--- src/include/tc_regs_defs.svh ---
// Purpose: register offsets, field positions and reset values of the channel registers
// Assumes: 32-bit AXI4-Lite data, one aligned word per register
// Notes: definitions only
`ifndef TC_REGS_DEFS_SVH
`define TC_REGS_DEFS_SVH
`define OFS_MODE 8'h00
`define OFS_CV 8'h10
`define OFS_RA 8'h14
`define OFS_RB 8'h18
`define OFS_RC 8'h1C
`define OFS_SR 8'h20
`define OFS_IER 8'h24
`define OFS_IDR 8'h28
`define OFS_IMR 8'h2C
`define FLG_OVF 0
`define FLG_LOVR 1
`define FLG_MA 2
`define FLG_MB 3
`define FLG_MC 4
`define FLG_LDA 5
`define FLG_LDB 6
`define FLG_ETRG 7
`define SR_CLK 16
`define SR_LA 17
`define SR_LB 18
`define MASK_CAPTURE 8'hF3
`define MASK_WAVE 8'h9D
`define RST_FLAGS 8'h00
`define RST_IMASK 8'h00
`define RST_CMP 16'h0000
`define RESP_OKAY 2'h0
`define RESP_SLVERR 2'h2
`endif

--- src/include/tc_regs_pkg.sv ---
// Purpose: state types of the channel register block
// Assumes: included after tc_regs_defs.svh
// Notes: types only
package tc_regs_pkg;
    typedef struct packed {
        logic [15:0] ra;
        logic [15:0] rb;
        logic [15:0] rc;
        logic [15:0] prev_count;
        logic [7:0] flags;
        logic [7:0] imask;
        logic wave;
        logic unread_a;
        logic unread_b;
        logic irq;
    } regs_s;
    typedef struct packed {
        logic awready;
        logic wready;
        logic [7:0] awaddr;
        logic [31:0] wdata;
        logic [3:0] wstrb;
        logic bvalid;
        logic [1:0] bresp;
        logic arready;
        logic rvalid;
        logic [31:0] rdata;
        logic [1:0] rresp;
    } axil_s;
endpackage

--- src/include/reg_bus_if.sv ---
// Purpose: internal register access strobes between bus slave and register file
// Assumes: wr and rd are one-cycle pulses already gated by the clock enable
// Notes: rdata, rerr and werr answer in the same cycle as the strobe
`timescale 1ns/1ps
`default_nettype none
interface reg_bus_if;
    logic wr;
    logic [7:0] waddr;
    logic [31:0] wdata;
    logic [3:0] wstrb;
    logic werr;
    logic rd;
    logic [7:0] raddr;
    logic [31:0] rdata;
    logic rerr;
    modport bus_side (output wr, waddr, wdata, wstrb, rd, raddr, input werr, rdata, rerr);
    modport reg_side (input wr, waddr, wdata, wstrb, rd, raddr, output werr, rdata, rerr);
endinterface
`default_nettype wire

--- src/logic/tc_axil_slave.sv ---
// Purpose: AXI4-Lite slave turning bus transfers into register strobes
// Assumes: one write and one read outstanding at most
// Notes: write response one cycle after both address and data are held
`timescale 1ns/1ps
`include "tc_regs_defs.svh"
`default_nettype none
module tc_axil_slave (
    input wire logic aclk, // clock
    input wire logic aresetn, // sync reset, active low
    input wire logic clk_en, // freezes all state when low
    input wire logic [7:0] s_axi_awaddr, // write address
    input wire logic s_axi_awvalid, // write address valid
    output logic s_axi_awready, // write address ready
    input wire logic [31:0] s_axi_wdata, // write data
    input wire logic [3:0] s_axi_wstrb, // write byte strobes
    input wire logic s_axi_wvalid, // write data valid
    output logic s_axi_wready, // write data ready
    output logic [1:0] s_axi_bresp, // write response
    output logic s_axi_bvalid, // write response valid
    input wire logic s_axi_bready, // write response ready
    input wire logic [7:0] s_axi_araddr, // read address
    input wire logic s_axi_arvalid, // read address valid
    output logic s_axi_arready, // read address ready
    output logic [31:0] s_axi_rdata, // read data
    output logic [1:0] s_axi_rresp, // read response
    output logic s_axi_rvalid, // read data valid
    input wire logic s_axi_rready, // read data ready
    reg_bus_if.bus_side rb // register strobes
);
    tc_regs_pkg::axil_s q;
    tc_regs_pkg::axil_s n;

    assign s_axi_awready = q.awready;
    assign s_axi_wready = q.wready;
    assign s_axi_bvalid = q.bvalid;
    assign s_axi_bresp = q.bresp;
    assign s_axi_arready = q.arready;
    assign s_axi_rvalid = q.rvalid;
    assign s_axi_rdata = q.rdata;
    assign s_axi_rresp = q.rresp;
    // write fires once address and data are both held
    assign rb.wr = clk_en && !q.awready && !q.wready && !q.bvalid && aresetn;
    assign rb.waddr = {q.awaddr[7:2], 2'h0};
    assign rb.wdata = q.wdata;
    assign rb.wstrb = q.wstrb;
    assign rb.rd = clk_en && q.arready && s_axi_arvalid && aresetn;
    assign rb.raddr = {s_axi_araddr[7:2], 2'h0};

    always_comb begin
        n = q;
        if (q.awready && s_axi_awvalid) begin
            n.awaddr = s_axi_awaddr;
            n.awready = 1'b0;
        end
        if (q.wready && s_axi_wvalid) begin
            n.wdata = s_axi_wdata;
            n.wstrb = s_axi_wstrb;
            n.wready = 1'b0;
        end
        if (q.bvalid && s_axi_bready) begin
            n.bvalid = 1'b0;
        end
        if (rb.wr) begin
            n.bvalid = 1'b1;
            n.bresp = rb.werr ? `RESP_SLVERR : `RESP_OKAY;
            n.awready = 1'b1;
            n.wready = 1'b1;
        end
        if (q.rvalid && s_axi_rready) begin
            n.rvalid = 1'b0;
            n.arready = 1'b1;
        end
        if (rb.rd) begin
            n.rvalid = 1'b1;
            n.arready = 1'b0;
            n.rdata = rb.rdata;
            n.rresp = rb.rerr ? `RESP_SLVERR : `RESP_OKAY;
        end
        if (!q.awready && !q.wready && !q.bvalid && !q.rvalid && !q.arready && q.awaddr == 8'hFF) begin
            n.awready = 1'b1;
        end
    end

    always_ff @(posedge aclk) begin
        if (!aresetn) begin
            q <= '0;
            q.awready <= 1'b1;
            q.wready <= 1'b1;
            q.arready <= 1'b1;
        end else if (clk_en) begin
            q <= n;
        end
    end
endmodule
`default_nettype wire

--- src/logic/tc_chan_regs.sv ---
// Purpose: software register side of one timer channel over AXI4-Lite
// Assumes: counting, capture and waveform datapath sit outside; inputs synchronous to aclk
// Notes: flags clear on status read, events in the same cycle survive the clear
// Functional notes
// - counter value reads live count, ignores writes
// - A and B writable only in waveform
// - register C always readable and writable
// - overflow flag, cleared by status read
// - load overrun flag, capture mode only
// - match A and B flags, waveform only
// - match C flag in both modes
// - load A and B flags, capture only
// - external trigger flag, clear on read
// - status shows counter clock running now
// - status mirrors line A by mode
// - status mirrors line B by mode
// - enable register sets mask bits on ones
// - disable register clears mask bits on ones
// - mask register reads current enables
// - mode bit: 0 capture, 1 waveform
//
// Added by the designer: the AXI4-Lite register port and the register offsets.
`timescale 1ns/1ps
`include "tc_regs_defs.svh"
`default_nettype none
module tc_chan_regs #(
    parameter int COUNT_W = 16
) (
    input wire logic aclk, // clock, 50 MHz
    input wire logic aresetn, // sync reset, active low
    input wire logic clk_en, // freezes all state when low
    input wire logic [7:0] s_axi_awaddr, // write address
    input wire logic s_axi_awvalid, // write address valid
    output logic s_axi_awready, // write address ready
    input wire logic [31:0] s_axi_wdata, // write data
    input wire logic [3:0] s_axi_wstrb, // write byte strobes
    input wire logic s_axi_wvalid, // write data valid
    output logic s_axi_wready, // write data ready
    output logic [1:0] s_axi_bresp, // write response
    output logic s_axi_bvalid, // write response valid
    input wire logic s_axi_bready, // write response ready
    input wire logic [7:0] s_axi_araddr, // read address
    input wire logic s_axi_arvalid, // read address valid
    output logic s_axi_arready, // read address ready
    output logic [31:0] s_axi_rdata, // read data
    output logic [1:0] s_axi_rresp, // read response
    output logic s_axi_rvalid, // read data valid
    input wire logic s_axi_rready, // read data ready
    input wire logic [COUNT_W-1:0] live_count, // live counter value
    input wire logic overflow_evt, // counter overflow pulse
    input wire logic load_a_evt, // capture into A pulse
    input wire logic load_b_evt, // capture into B pulse
    input wire logic [COUNT_W-1:0] capture_value, // value captured
    input wire logic ext_trigger_evt, // external trigger pulse
    input wire logic clock_running, // counter clock enabled level
    input wire logic channel_line_a, // sampled pin level of line A
    input wire logic line_a_drive, // level driven on line A
    input wire logic channel_line_b, // sampled pin level of line B
    input wire logic line_b_drive, // level driven on line B
    output logic wave_mode, // 0 capture, 1 waveform
    output logic [COUNT_W-1:0] compare_a_value, // register A
    output logic [COUNT_W-1:0] compare_b_value, // register B
    output logic [COUNT_W-1:0] compare_c_value, // register C
    output logic chan_irq // channel interrupt, active high
);
    reg_bus_if rb ();
    tc_regs_pkg::regs_s q;
    tc_regs_pkg::regs_s n;
    logic [7:0] set_ev;
    logic rd_sr;
    logic line_a_mirror;
    logic line_b_mirror;

    // ------------------------------------------------------------
    // bus slave
    // ------------------------------------------------------------
    tc_axil_slave u_bus (
        .aclk(aclk),
        .aresetn(aresetn),
        .clk_en(clk_en),
        .s_axi_awaddr(s_axi_awaddr),
        .s_axi_awvalid(s_axi_awvalid),
        .s_axi_awready(s_axi_awready),
        .s_axi_wdata(s_axi_wdata),
        .s_axi_wstrb(s_axi_wstrb),
        .s_axi_wvalid(s_axi_wvalid),
        .s_axi_wready(s_axi_wready),
        .s_axi_bresp(s_axi_bresp),
        .s_axi_bvalid(s_axi_bvalid),
        .s_axi_bready(s_axi_bready),
        .s_axi_araddr(s_axi_araddr),
        .s_axi_arvalid(s_axi_arvalid),
        .s_axi_arready(s_axi_arready),
        .s_axi_rdata(s_axi_rdata),
        .s_axi_rresp(s_axi_rresp),
        .s_axi_rvalid(s_axi_rvalid),
        .s_axi_rready(s_axi_rready),
        .rb(rb)
    );

    // ------------------------------------------------------------
    // helpers
    // ------------------------------------------------------------
    function automatic logic [15:0] merge16(input logic [15:0] old, input logic [31:0] d,
                                            input logic [3:0] strb);
        merge16 = old;
        if (strb[0]) begin
            merge16[7:0] = d[7:0];
        end
        if (strb[1]) begin
            merge16[15:8] = d[15:8];
        end
    endfunction

    // flags that exist in the given mode
    function automatic logic [7:0] mode_mask(input logic wave);
        mode_mask = wave ? `MASK_WAVE : `MASK_CAPTURE;
    endfunction

    function automatic logic mapped(input logic [7:0] a);
        mapped = a == `OFS_MODE || a == `OFS_CV || a == `OFS_RA || a == `OFS_RB ||
                 a == `OFS_RC || a == `OFS_SR || a == `OFS_IER || a == `OFS_IDR ||
                 a == `OFS_IMR;
    endfunction

    assign wave_mode = q.wave;
    assign compare_a_value = q.ra;
    assign compare_b_value = q.rb;
    assign compare_c_value = q.rc;
    assign chan_irq = q.irq;
    assign line_a_mirror = q.wave ? line_a_drive : channel_line_a;
    assign line_b_mirror = q.wave ? line_b_drive : channel_line_b;

    // ------------------------------------------------------------
    // read mux
    // ------------------------------------------------------------
    always_comb begin
        rb.rdata = 32'h0000_0000;
        rb.rerr = !mapped(rb.raddr);
        rb.werr = !mapped(rb.waddr);
        unique case (rb.raddr)
            `OFS_MODE: rb.rdata[0] = q.wave;
            `OFS_CV: rb.rdata[15:0] = live_count;
            `OFS_RA: rb.rdata[15:0] = q.ra;
            `OFS_RB: rb.rdata[15:0] = q.rb;
            `OFS_RC: rb.rdata[15:0] = q.rc;
            `OFS_SR: begin
                rb.rdata[7:0] = q.flags & mode_mask(q.wave);
                rb.rdata[`SR_CLK] = clock_running;
                rb.rdata[`SR_LA] = line_a_mirror;
                rb.rdata[`SR_LB] = line_b_mirror;
            end
            `OFS_IMR: rb.rdata[7:0] = q.imask;
            default: rb.rdata = 32'h0000_0000;
        endcase
    end

    // ------------------------------------------------------------
    // register state
    // ------------------------------------------------------------
    always_comb begin
        n = q;
        rd_sr = rb.rd && rb.raddr == `OFS_SR;
        n.prev_count = live_count;
        set_ev = 8'h00;
        set_ev[`FLG_OVF] = overflow_evt;
        set_ev[`FLG_LOVR] = (load_a_evt && q.unread_a) || (load_b_evt && q.unread_b);
        set_ev[`FLG_MA] = live_count != q.prev_count && live_count == q.ra;
        set_ev[`FLG_MB] = live_count != q.prev_count && live_count == q.rb;
        set_ev[`FLG_MC] = live_count != q.prev_count && live_count == q.rc;
        set_ev[`FLG_LDA] = load_a_evt;
        set_ev[`FLG_LDB] = load_b_evt;
        set_ev[`FLG_ETRG] = ext_trigger_evt;
        set_ev = set_ev & mode_mask(q.wave);
        // set wins over the clear of a status read
        n.flags = (q.flags & ~{8{rd_sr}} & mode_mask(q.wave)) | set_ev;
        // a read of A or B marks it as seen
        if (rb.rd && rb.raddr == `OFS_RA) begin
            n.unread_a = 1'b0;
        end
        if (rb.rd && rb.raddr == `OFS_RB) begin
            n.unread_b = 1'b0;
        end
        if (!q.wave && load_a_evt) begin
            n.ra = capture_value;
            n.unread_a = 1'b1;
        end
        if (!q.wave && load_b_evt) begin
            n.rb = capture_value;
            n.unread_b = 1'b1;
        end
        if (rb.wr) begin
            unique case (rb.waddr)
                `OFS_MODE: begin
                    if (rb.wstrb[0]) begin
                        n.wave = rb.wdata[0];
                    end
                end
                `OFS_RA: begin
                    if (q.wave) begin
                        n.ra = merge16(q.ra, rb.wdata, rb.wstrb);
                    end
                end
                `OFS_RB: begin
                    if (q.wave) begin
                        n.rb = merge16(q.rb, rb.wdata, rb.wstrb);
                    end
                end
                `OFS_RC: n.rc = merge16(q.rc, rb.wdata, rb.wstrb);
                `OFS_IER: begin
                    if (rb.wstrb[0]) begin
                        n.imask = q.imask | rb.wdata[7:0];
                    end
                end
                `OFS_IDR: begin
                    if (rb.wstrb[0]) begin
                        n.imask = q.imask & ~rb.wdata[7:0];
                    end
                end
                default: n.imask = q.imask;
            endcase
        end
        n.irq = |(n.flags & n.imask);
    end

    always_ff @(posedge aclk) begin
        if (!aresetn) begin
            q <= '0;
            q.flags <= `RST_FLAGS;
            q.imask <= `RST_IMASK;
            q.ra <= `RST_CMP;
            q.rb <= `RST_CMP;
            q.rc <= `RST_CMP;
        end else if (clk_en) begin
            q <= n;
        end
    end

    // ------------------------------------------------------------
    // checks
    // ------------------------------------------------------------
    cv_readback_a: assert property (@(posedge aclk) disable iff (!aresetn)
        rb.rd && rb.raddr == `OFS_CV |-> rb.rdata == {16'h0000, live_count})
        else $error("counter value read mismatch");

    ra_capture_ro_a: assert property (@(posedge aclk) disable iff (!aresetn)
        clk_en && rb.wr && rb.waddr == `OFS_RA && !q.wave && !load_a_evt |=> $stable(q.ra))
        else $error("register A written in capture mode");

    rc_write_a: assert property (@(posedge aclk) disable iff (!aresetn)
        clk_en && rb.wr && rb.waddr == `OFS_RC && rb.wstrb == 4'hF
        |=> q.rc == $past(rb.wdata[15:0]))
        else $error("register C write lost");

    sr_clear_a: assert property (@(posedge aclk) disable iff (!aresetn)
        clk_en && rd_sr && set_ev == 8'h00 |=> q.flags == 8'h00)
        else $error("status flags not cleared by read");

    ovf_kept_a: assert property (@(posedge aclk) disable iff (!aresetn)
        clk_en && overflow_evt && rd_sr |=> q.flags[`FLG_OVF])
        else $error("overflow lost on status read");

    overrun_wave_a: assert property (@(posedge aclk) disable iff (!aresetn)
        rd_sr && q.wave |-> rb.rdata[`FLG_LOVR] == 1'b0 && rb.rdata[`FLG_LDA] == 1'b0)
        else $error("capture flag visible in waveform mode");

    match_capture_a: assert property (@(posedge aclk) disable iff (!aresetn)
        rd_sr && !q.wave |-> rb.rdata[`FLG_MA] == 1'b0 && rb.rdata[`FLG_MB] == 1'b0)
        else $error("match flag visible in capture mode");

    match_c_a: assert property (@(posedge aclk) disable iff (!aresetn)
        clk_en && live_count != q.prev_count && live_count == q.rc |=> q.flags[`FLG_MC])
        else $error("match C flag not set");

    load_a_flag_a: assert property (@(posedge aclk) disable iff (!aresetn)
        clk_en && load_a_evt && !q.wave |=> q.flags[`FLG_LDA] && q.ra == $past(capture_value))
        else $error("load A not recorded");

    trig_flag_a: assert property (@(posedge aclk) disable iff (!aresetn)
        clk_en && ext_trigger_evt |=> q.flags[`FLG_ETRG])
        else $error("external trigger flag not set");

    clk_status_a: assert property (@(posedge aclk) disable iff (!aresetn)
        rd_sr |-> rb.rdata[`SR_CLK] == clock_running)
        else $error("clock status wrong");

    mirror_a_a: assert property (@(posedge aclk) disable iff (!aresetn)
        rd_sr && q.wave |-> rb.rdata[`SR_LA] == line_a_drive)
        else $error("line A mirror wrong");

    mirror_b_a: assert property (@(posedge aclk) disable iff (!aresetn)
        rd_sr && !q.wave |-> rb.rdata[`SR_LB] == channel_line_b)
        else $error("line B mirror wrong");

    ier_set_a: assert property (@(posedge aclk) disable iff (!aresetn)
        clk_en && rb.wr && rb.waddr == `OFS_IER && rb.wstrb[0]
        |=> q.imask == ($past(q.imask) | $past(rb.wdata[7:0])))
        else $error("enable register did not set mask");

    idr_clear_a: assert property (@(posedge aclk) disable iff (!aresetn)
        clk_en && rb.wr && rb.waddr == `OFS_IDR && rb.wstrb[0]
        |=> q.imask == ($past(q.imask) & ~$past(rb.wdata[7:0])))
        else $error("disable register did not clear mask");

    irq_level_a: assert property (@(posedge aclk) disable iff (!aresetn)
        chan_irq == |(q.flags & q.imask))
        else $error("interrupt does not follow flags and mask");
endmodule
`default_nettype wire

--- config.mk ---
export PLATFORM = sky130hd
export DESIGN_NAME = tc_chan_regs
export DESIGN_NICKNAME = d
export VERILOG_FILES = /design/src/include/tc_regs_pkg.sv /design/src/include/reg_bus_if.sv /design/src/logic/tc_axil_slave.sv /design/src/logic/tc_chan_regs.sv
export VERILOG_INCLUDE_DIRS = /design/src /design/src/include
export SDC_FILE = /design/constraint.sdc
export NUM_CORES = 1
export LEC_CHECK = 0
export ABC_AREA = 0
export BUFFER_PORTS_ARGS = -buffer_cell sky130_fd_sc_hd__buf_2
export CORE_MARGIN = 2
export CORE_UTILIZATION = 50
export CTS_BUF_LIST = sky130_fd_sc_hd__clkbuf_2 sky130_fd_sc_hd__clkbuf_4 sky130_fd_sc_hd__clkbuf_8
export DETAILED_ROUTE_END_ITERATION = 8
export PLACE_DENSITY = 0.76
export SYNTH_ARGS = -nofsm -noshare
export SYNTH_HDL_FRONTEND = slang
export SYNTH_HIERARCHICAL = 1
export SYNTH_SLANG_ARGS = --single-unit
--- constraint.sdc ---
create_clock -name aclk -period 2.2 [get_ports aclk]
set_clock_uncertainty 0.1 [all_clocks]
set_input_delay 0.22 -clock aclk [delete_from_list [all_inputs] [get_ports aclk]]
set_output_delay 0.22 -clock aclk [all_outputs]
set_load 0.005 [all_outputs]
# After elaboration in Yosys (flattened, before gate mapping)
# Cells that the tools add are included.
word_totals:
  ff_bits: 138
  input_bits: 101
op_classes:
  n_bitwise: 10
  eq_ne: 25
  muxes: 39
  n_reduce_logical: 75
op_table:
  columns: ["op", "n"]
  rows:
  - ["two-way mux 16 bit", 7]
  - ["bitwise AND 8 bit", 6]
  - ["== test 16 bit", 3]
  - ["== test 6 x 3 -> 1 bit (second input constant)", 8]
  - ["== test 6 x 4 -> 1 bit (second input constant)", 8]
  - ["two-way mux 48 bit", 1]
  - ["two-way mux 8 bit", 6]
  - ["one-hot mux 7 bit (6 select lines)", 1]
  - ["two-way mux 36 bit", 1]
  - ["one-hot mux 8 bit (4 select lines)", 1]
  - ["AND reduction 2 bit", 14]
  - ["logical AND 1 bit", 26]
  - ["logical OR 1 bit", 17]
  - ["zero test 8 bit", 2]
  - ["inequality test 16 bit", 1]
  - ["inequality test 4 x 3 -> 1 bit (second input constant)", 4]
  - ["inverter 8 bit", 2]
  - ["OR 8 bit", 2]
  - ["one-hot mux 8 bit (2 select lines)", 1]
  - ["two-way mux 1 bit", 12]
  - ["AND reduction 4 bit", 3]
  - ["nonzero test 2 bit", 5]
  - ["two-way mux 9 bit", 1]
  - ["== test 8 bit (second input constant)", 1]
  - ["7 further kinds", 16]

# Depth between registers and ports, before layout
depth:
  word_depth: 11
  depth_mapped: 11
  ltp_nobuf: 8

# By module
# The synthesis kept the hierarchy.
modules_own_cells:
  columns: ["module", "area_per_inst_um2", "cells_each", "instances"]
  rows:
  - ["tc_chan_regs", 5909.4, 717, 1]
  - ["tc_axil_slave", 3955.0, 439, 1]

# Worst setup path after synthesis
# No wires, ideal clock.
synth_path:
  kind: "reg-to-reg"
  from: "reg u_bus.q (netlist bit u_bus/s_axi_bvalid)"
  to: "reg q (netlist bit compare_b_value[0])"
  slack_ns: -0.264
  arrival_ns: 2.269
  path_stages_with_launch: 10
  cell_sequence: "dfxtp_1 -> nor4b_4 -> and2_1 -> nand4b_1 -> or4b_1 -> o21a_1 -> nand2_2 -> buf_4 -> o22ai_1 -> a221oi_1"
synth_via:
  elab_chain_cells: 5
  elab_cells_between_ends: 6
  classes_between: "eq/ne: 1; mux: 1; reduce/logical: 4"
synth_lines:
  columns: ["item", "line_no", "text"]
  rows:
  - ["start: declaration", "tc_axil_slave.sv:30", "tc_regs_pkg::axil_s q;"]
  - ["start signal: assignment", "tc_axil_slave.sv:91", "q <= n;"]
  - ["zero test 1 bit (*)", "tc_axil_slave.sv:42", "assign rb.wr = clk_en && !q.awready && !q.wready && !q.bvalid && aresetn;"]
  - ["logical AND 1 bit (*) (2 in a row)", "tc_axil_slave.sv:42", null]
  - ["net rb.wr", "reg_bus_if.sv:7", "logic wr;"]
  - ["inequality test 4 x 3 -> 1 bit (no line)", null, null]
  - ["AND reduction 2 bit (no line)", null, null]
  - ["end signal: assignment", "tc_chan_regs.sv:235", "q <= n;"]
  - ["end: declaration", "tc_chan_regs.sv:67", "tc_regs_pkg::regs_s q;"]
# Mark *: on every way through the listed nets, which the timed path passes. The rest lies on a longest branch.
# A chain may end at the register's enable or synchronous reset.

# Final worst setup path
layout_path:
  from: "reg u_bus.q (netlist bit u_bus/s_axi_wready)"
  to: "reg q (netlist bit compare_a_value[4])"
layout_via:
  elab_chain_cells: 6
  elab_cells_between_ends: 7
  classes_between: "eq/ne: 1; mux: 1; reduce/logical: 5"
layout_lines:
  columns: ["item", "line_no"]
  rows:
  - ["zero test 1 bit (*)", "tc_axil_slave.sv:42"]
  - ["logical AND 1 bit (*) (3 in a row)", "tc_axil_slave.sv:42"]
  - ["net rb.wr", "reg_bus_if.sv:7"]
  - ["inequality test 4 x 3 -> 1 bit (no line)", null]
  - ["AND reduction 2 bit (no line)", null]
# Marked as above.

==> flow_metrics.env <==
export IMPL_start_kind="flop"
export IMPL_arrival_ns=2.88
export IMPL_place_hpwl_um=19000
export IMPL_p_leak_uw=0.00465
export IMPL_report_final_hold_viol_count=0
export IMPL_rsz0062_at_grt="true"
export IMPL_layout_commonest_cell="buf_2"
export IMPL_end_kind="flop"
export IMPL_post_route_period_util=1.19
export IMPL_nNetsFinal=1294
export IMPL_grt_use_total=0.272
export IMPL_wl_per_cell_um=19.3
export IMPL_dr_pass1_iters=8
export IMPL_final_max_slew_viol_count=0
export IMPL_outcome="finished, violations left"
export IMPL_ant_nets=0
export IMPL_fin_tns_setup_ns=-10.50
export IMPL_die_w_um=138
export IMPL_critPathMaxFanout=8
export IMPL_io_pins=192
export IMPL_antenna_found_initial=0
export IMPL_cts_tree="done"
export IMPL_netlist_area_um2=9030
export IMPL_syn_avg_cell_area_um2=8.49
export IMPL_finalSetupViolations=35
export IMPL_die_area_um2=19100
export IMPL_min_path_type="primary input to flop"
export IMPL_hold_depth=3
export IMPL_maxCapViolations=0
export IMPL_grt_pass1_vias=7723
export IMPL_r2r_cells=9
export IMPL_ys_warnings_count=6
export IMPL_placed_area_um2=9510
export IMPL_core_area_um2=17800
export IMPL_die_h_um=138
export IMPL_max_freq_mhz=381
export IMPL_viasPerCell=5.77
export IMPL_fin_util=0.607
export IMPL_cts_buffers=17
export IMPL_place_congestion=0.974
export IMPL_drive_gt1_frac=0.299
export IMPL_clkSinkCount=147
export IMPL_route_detailed_drc=0
export IMPL_syn_inst=1064
export IMPL_first_iter_violations=944
export IMPL_mostFrequentLayoutCells="buf_2 (166), dfxtp_1 (144), nand2_1 (125), mux2i_1 (101), buf_4 (69)"
export IMPL_grt_max_degree=172
export IMPL_htreeDepth=4
export IMPL_instances_no_fill=1435
export IMPL_start_util=0.506
export IMPL_dp_cells=1351
export IMPL_worstSetupPathType="flop to flop"
export IMPL_clkTransAtPathRegs_ns=0.09
export IMPL_area_growth_pct=20.0
export IMPL_diodes=0
export IMPL_grt_overflow_total=0
export IMPL_critPathRequiredTime_ns=2.46
export IMPL_num_vias=8285
export IMPL_grt_pass1_wl_um=41600
export IMPL_clock_latency_ns=0.46
export IMPL_rows=49
export IMPL_root_buffer="clkbuf_8"
export IMPL_slew_headroom=0.518
export IMPL_final_cell_area_um2=10800
export IMPL_port_buffers=167
export IMPL_worst_pin_slew_ns=0.723
export IMPL_peakVddDrop_uv=440
export IMPL_p_per_area_nw_per_um2=575
export IMPL_wirelength_um=27700
export IMPL_setup_ws_ns=-0.425
export IMPL_clockBufferDepth=2
export IMPL_violations="setup timing"
export IMPL_period_minus_slack_ns=2.62
state kept, by name, indices dropped and copies added, names as in the netlist:
register and flops:
u_bus/s_axi_rvalid 1, compare_b_value 16, compare_a_value 16, u_bus/rb.wdata 16
chan_irq 1, u_bus/s_axi_rresp 1, u_bus/s_axi_bresp 1, u_bus/s_axi_wready 1
u_bus/s_axi_awready 1, compare_c_value 16, wave_mode 1, u_bus/s_axi_arready 1
u_bus/s_axi_bvalid 1, u_bus/rb.waddr 6, u_bus/s_axi_rdata 32, u_bus/rb.wstrb 2
q 34
routing by layer:
layer	global-route usage	share of wire	up-vias
met5	0	0	-
met4	0.118	0.039	0
met3	0.0589	0.087	92
met2	0.449	0.48	486
met1	0.345	0.40	3883
li1	-	-	3824
final cells by class:
type,instances,area (µm²)
fill,1516,7010
multi-input combinational,687,5040
sequential,147,2950
timing repair buffer,288,1920
tap,229,287
clock buffer,20,263
inverter,52,195
clock inverter,12,180
worst max-delay path: stages, from the launching register on:
cell	delay, ns
dfxtp_2	0.34
nor4b_4	0.29
and2_4	0.19
nand4b_1	0.15
buf_4	0.18
or4_4	0.43
o21a_4	0.30
nand2_8	0.14
o22ai_1	0.10
a221oi_1	0.29
power breakdown:
group / total [µW] / switching [µW] / internal (µW)
Combinational: 986 / 530 / 456
Sequential: 2870 / 111 / 2760
Clock: 2380 / 1090 / 1290
metrics by stage:
step | total power [µW] | setup WS (ns) | hold WS, ns
floorplan | 3530 | -0.234 | 0.262
global placement | 3710 | -0.266 | 0.342
detailed placement | 3730 | -0.363 | 0.348
CTS | 6150 | -0.309 | 0.000302
global route | 6450 | -0.508 | 0.0286
finish | 6230 | -0.425 | 0.0500
worst paths after layout:
kind | start | to | slack (ns)
setup reg to reg | u_bus/s_axi_wready | compare_a_value[4] | -0.42
setup / recovery | u_bus/s_axi_wready | compare_a_value[4] | -0.42
hold reg to reg | u_bus/s_axi_rdata[13] | u_bus/s_axi_rdata[13] | 0.36
hold / removal | capture_value[0] | compare_a_value[0] | 0.05
timing repair:
| item | in CTS | in global routing |
|---|---|---|
| resized for setup | 17 | 63 |
| hold buffers | 42 | 1 |
| pin swaps | 11 | 31 |
| cloned | 1 | 1 |
| endpoints found under the setup margin | 35 | 50 |
| buffers inserted | 6 | 4 |
| hold endpoints to repair | 43 | 1 |
No activity file was read; power rests on OpenSTA's default activity.
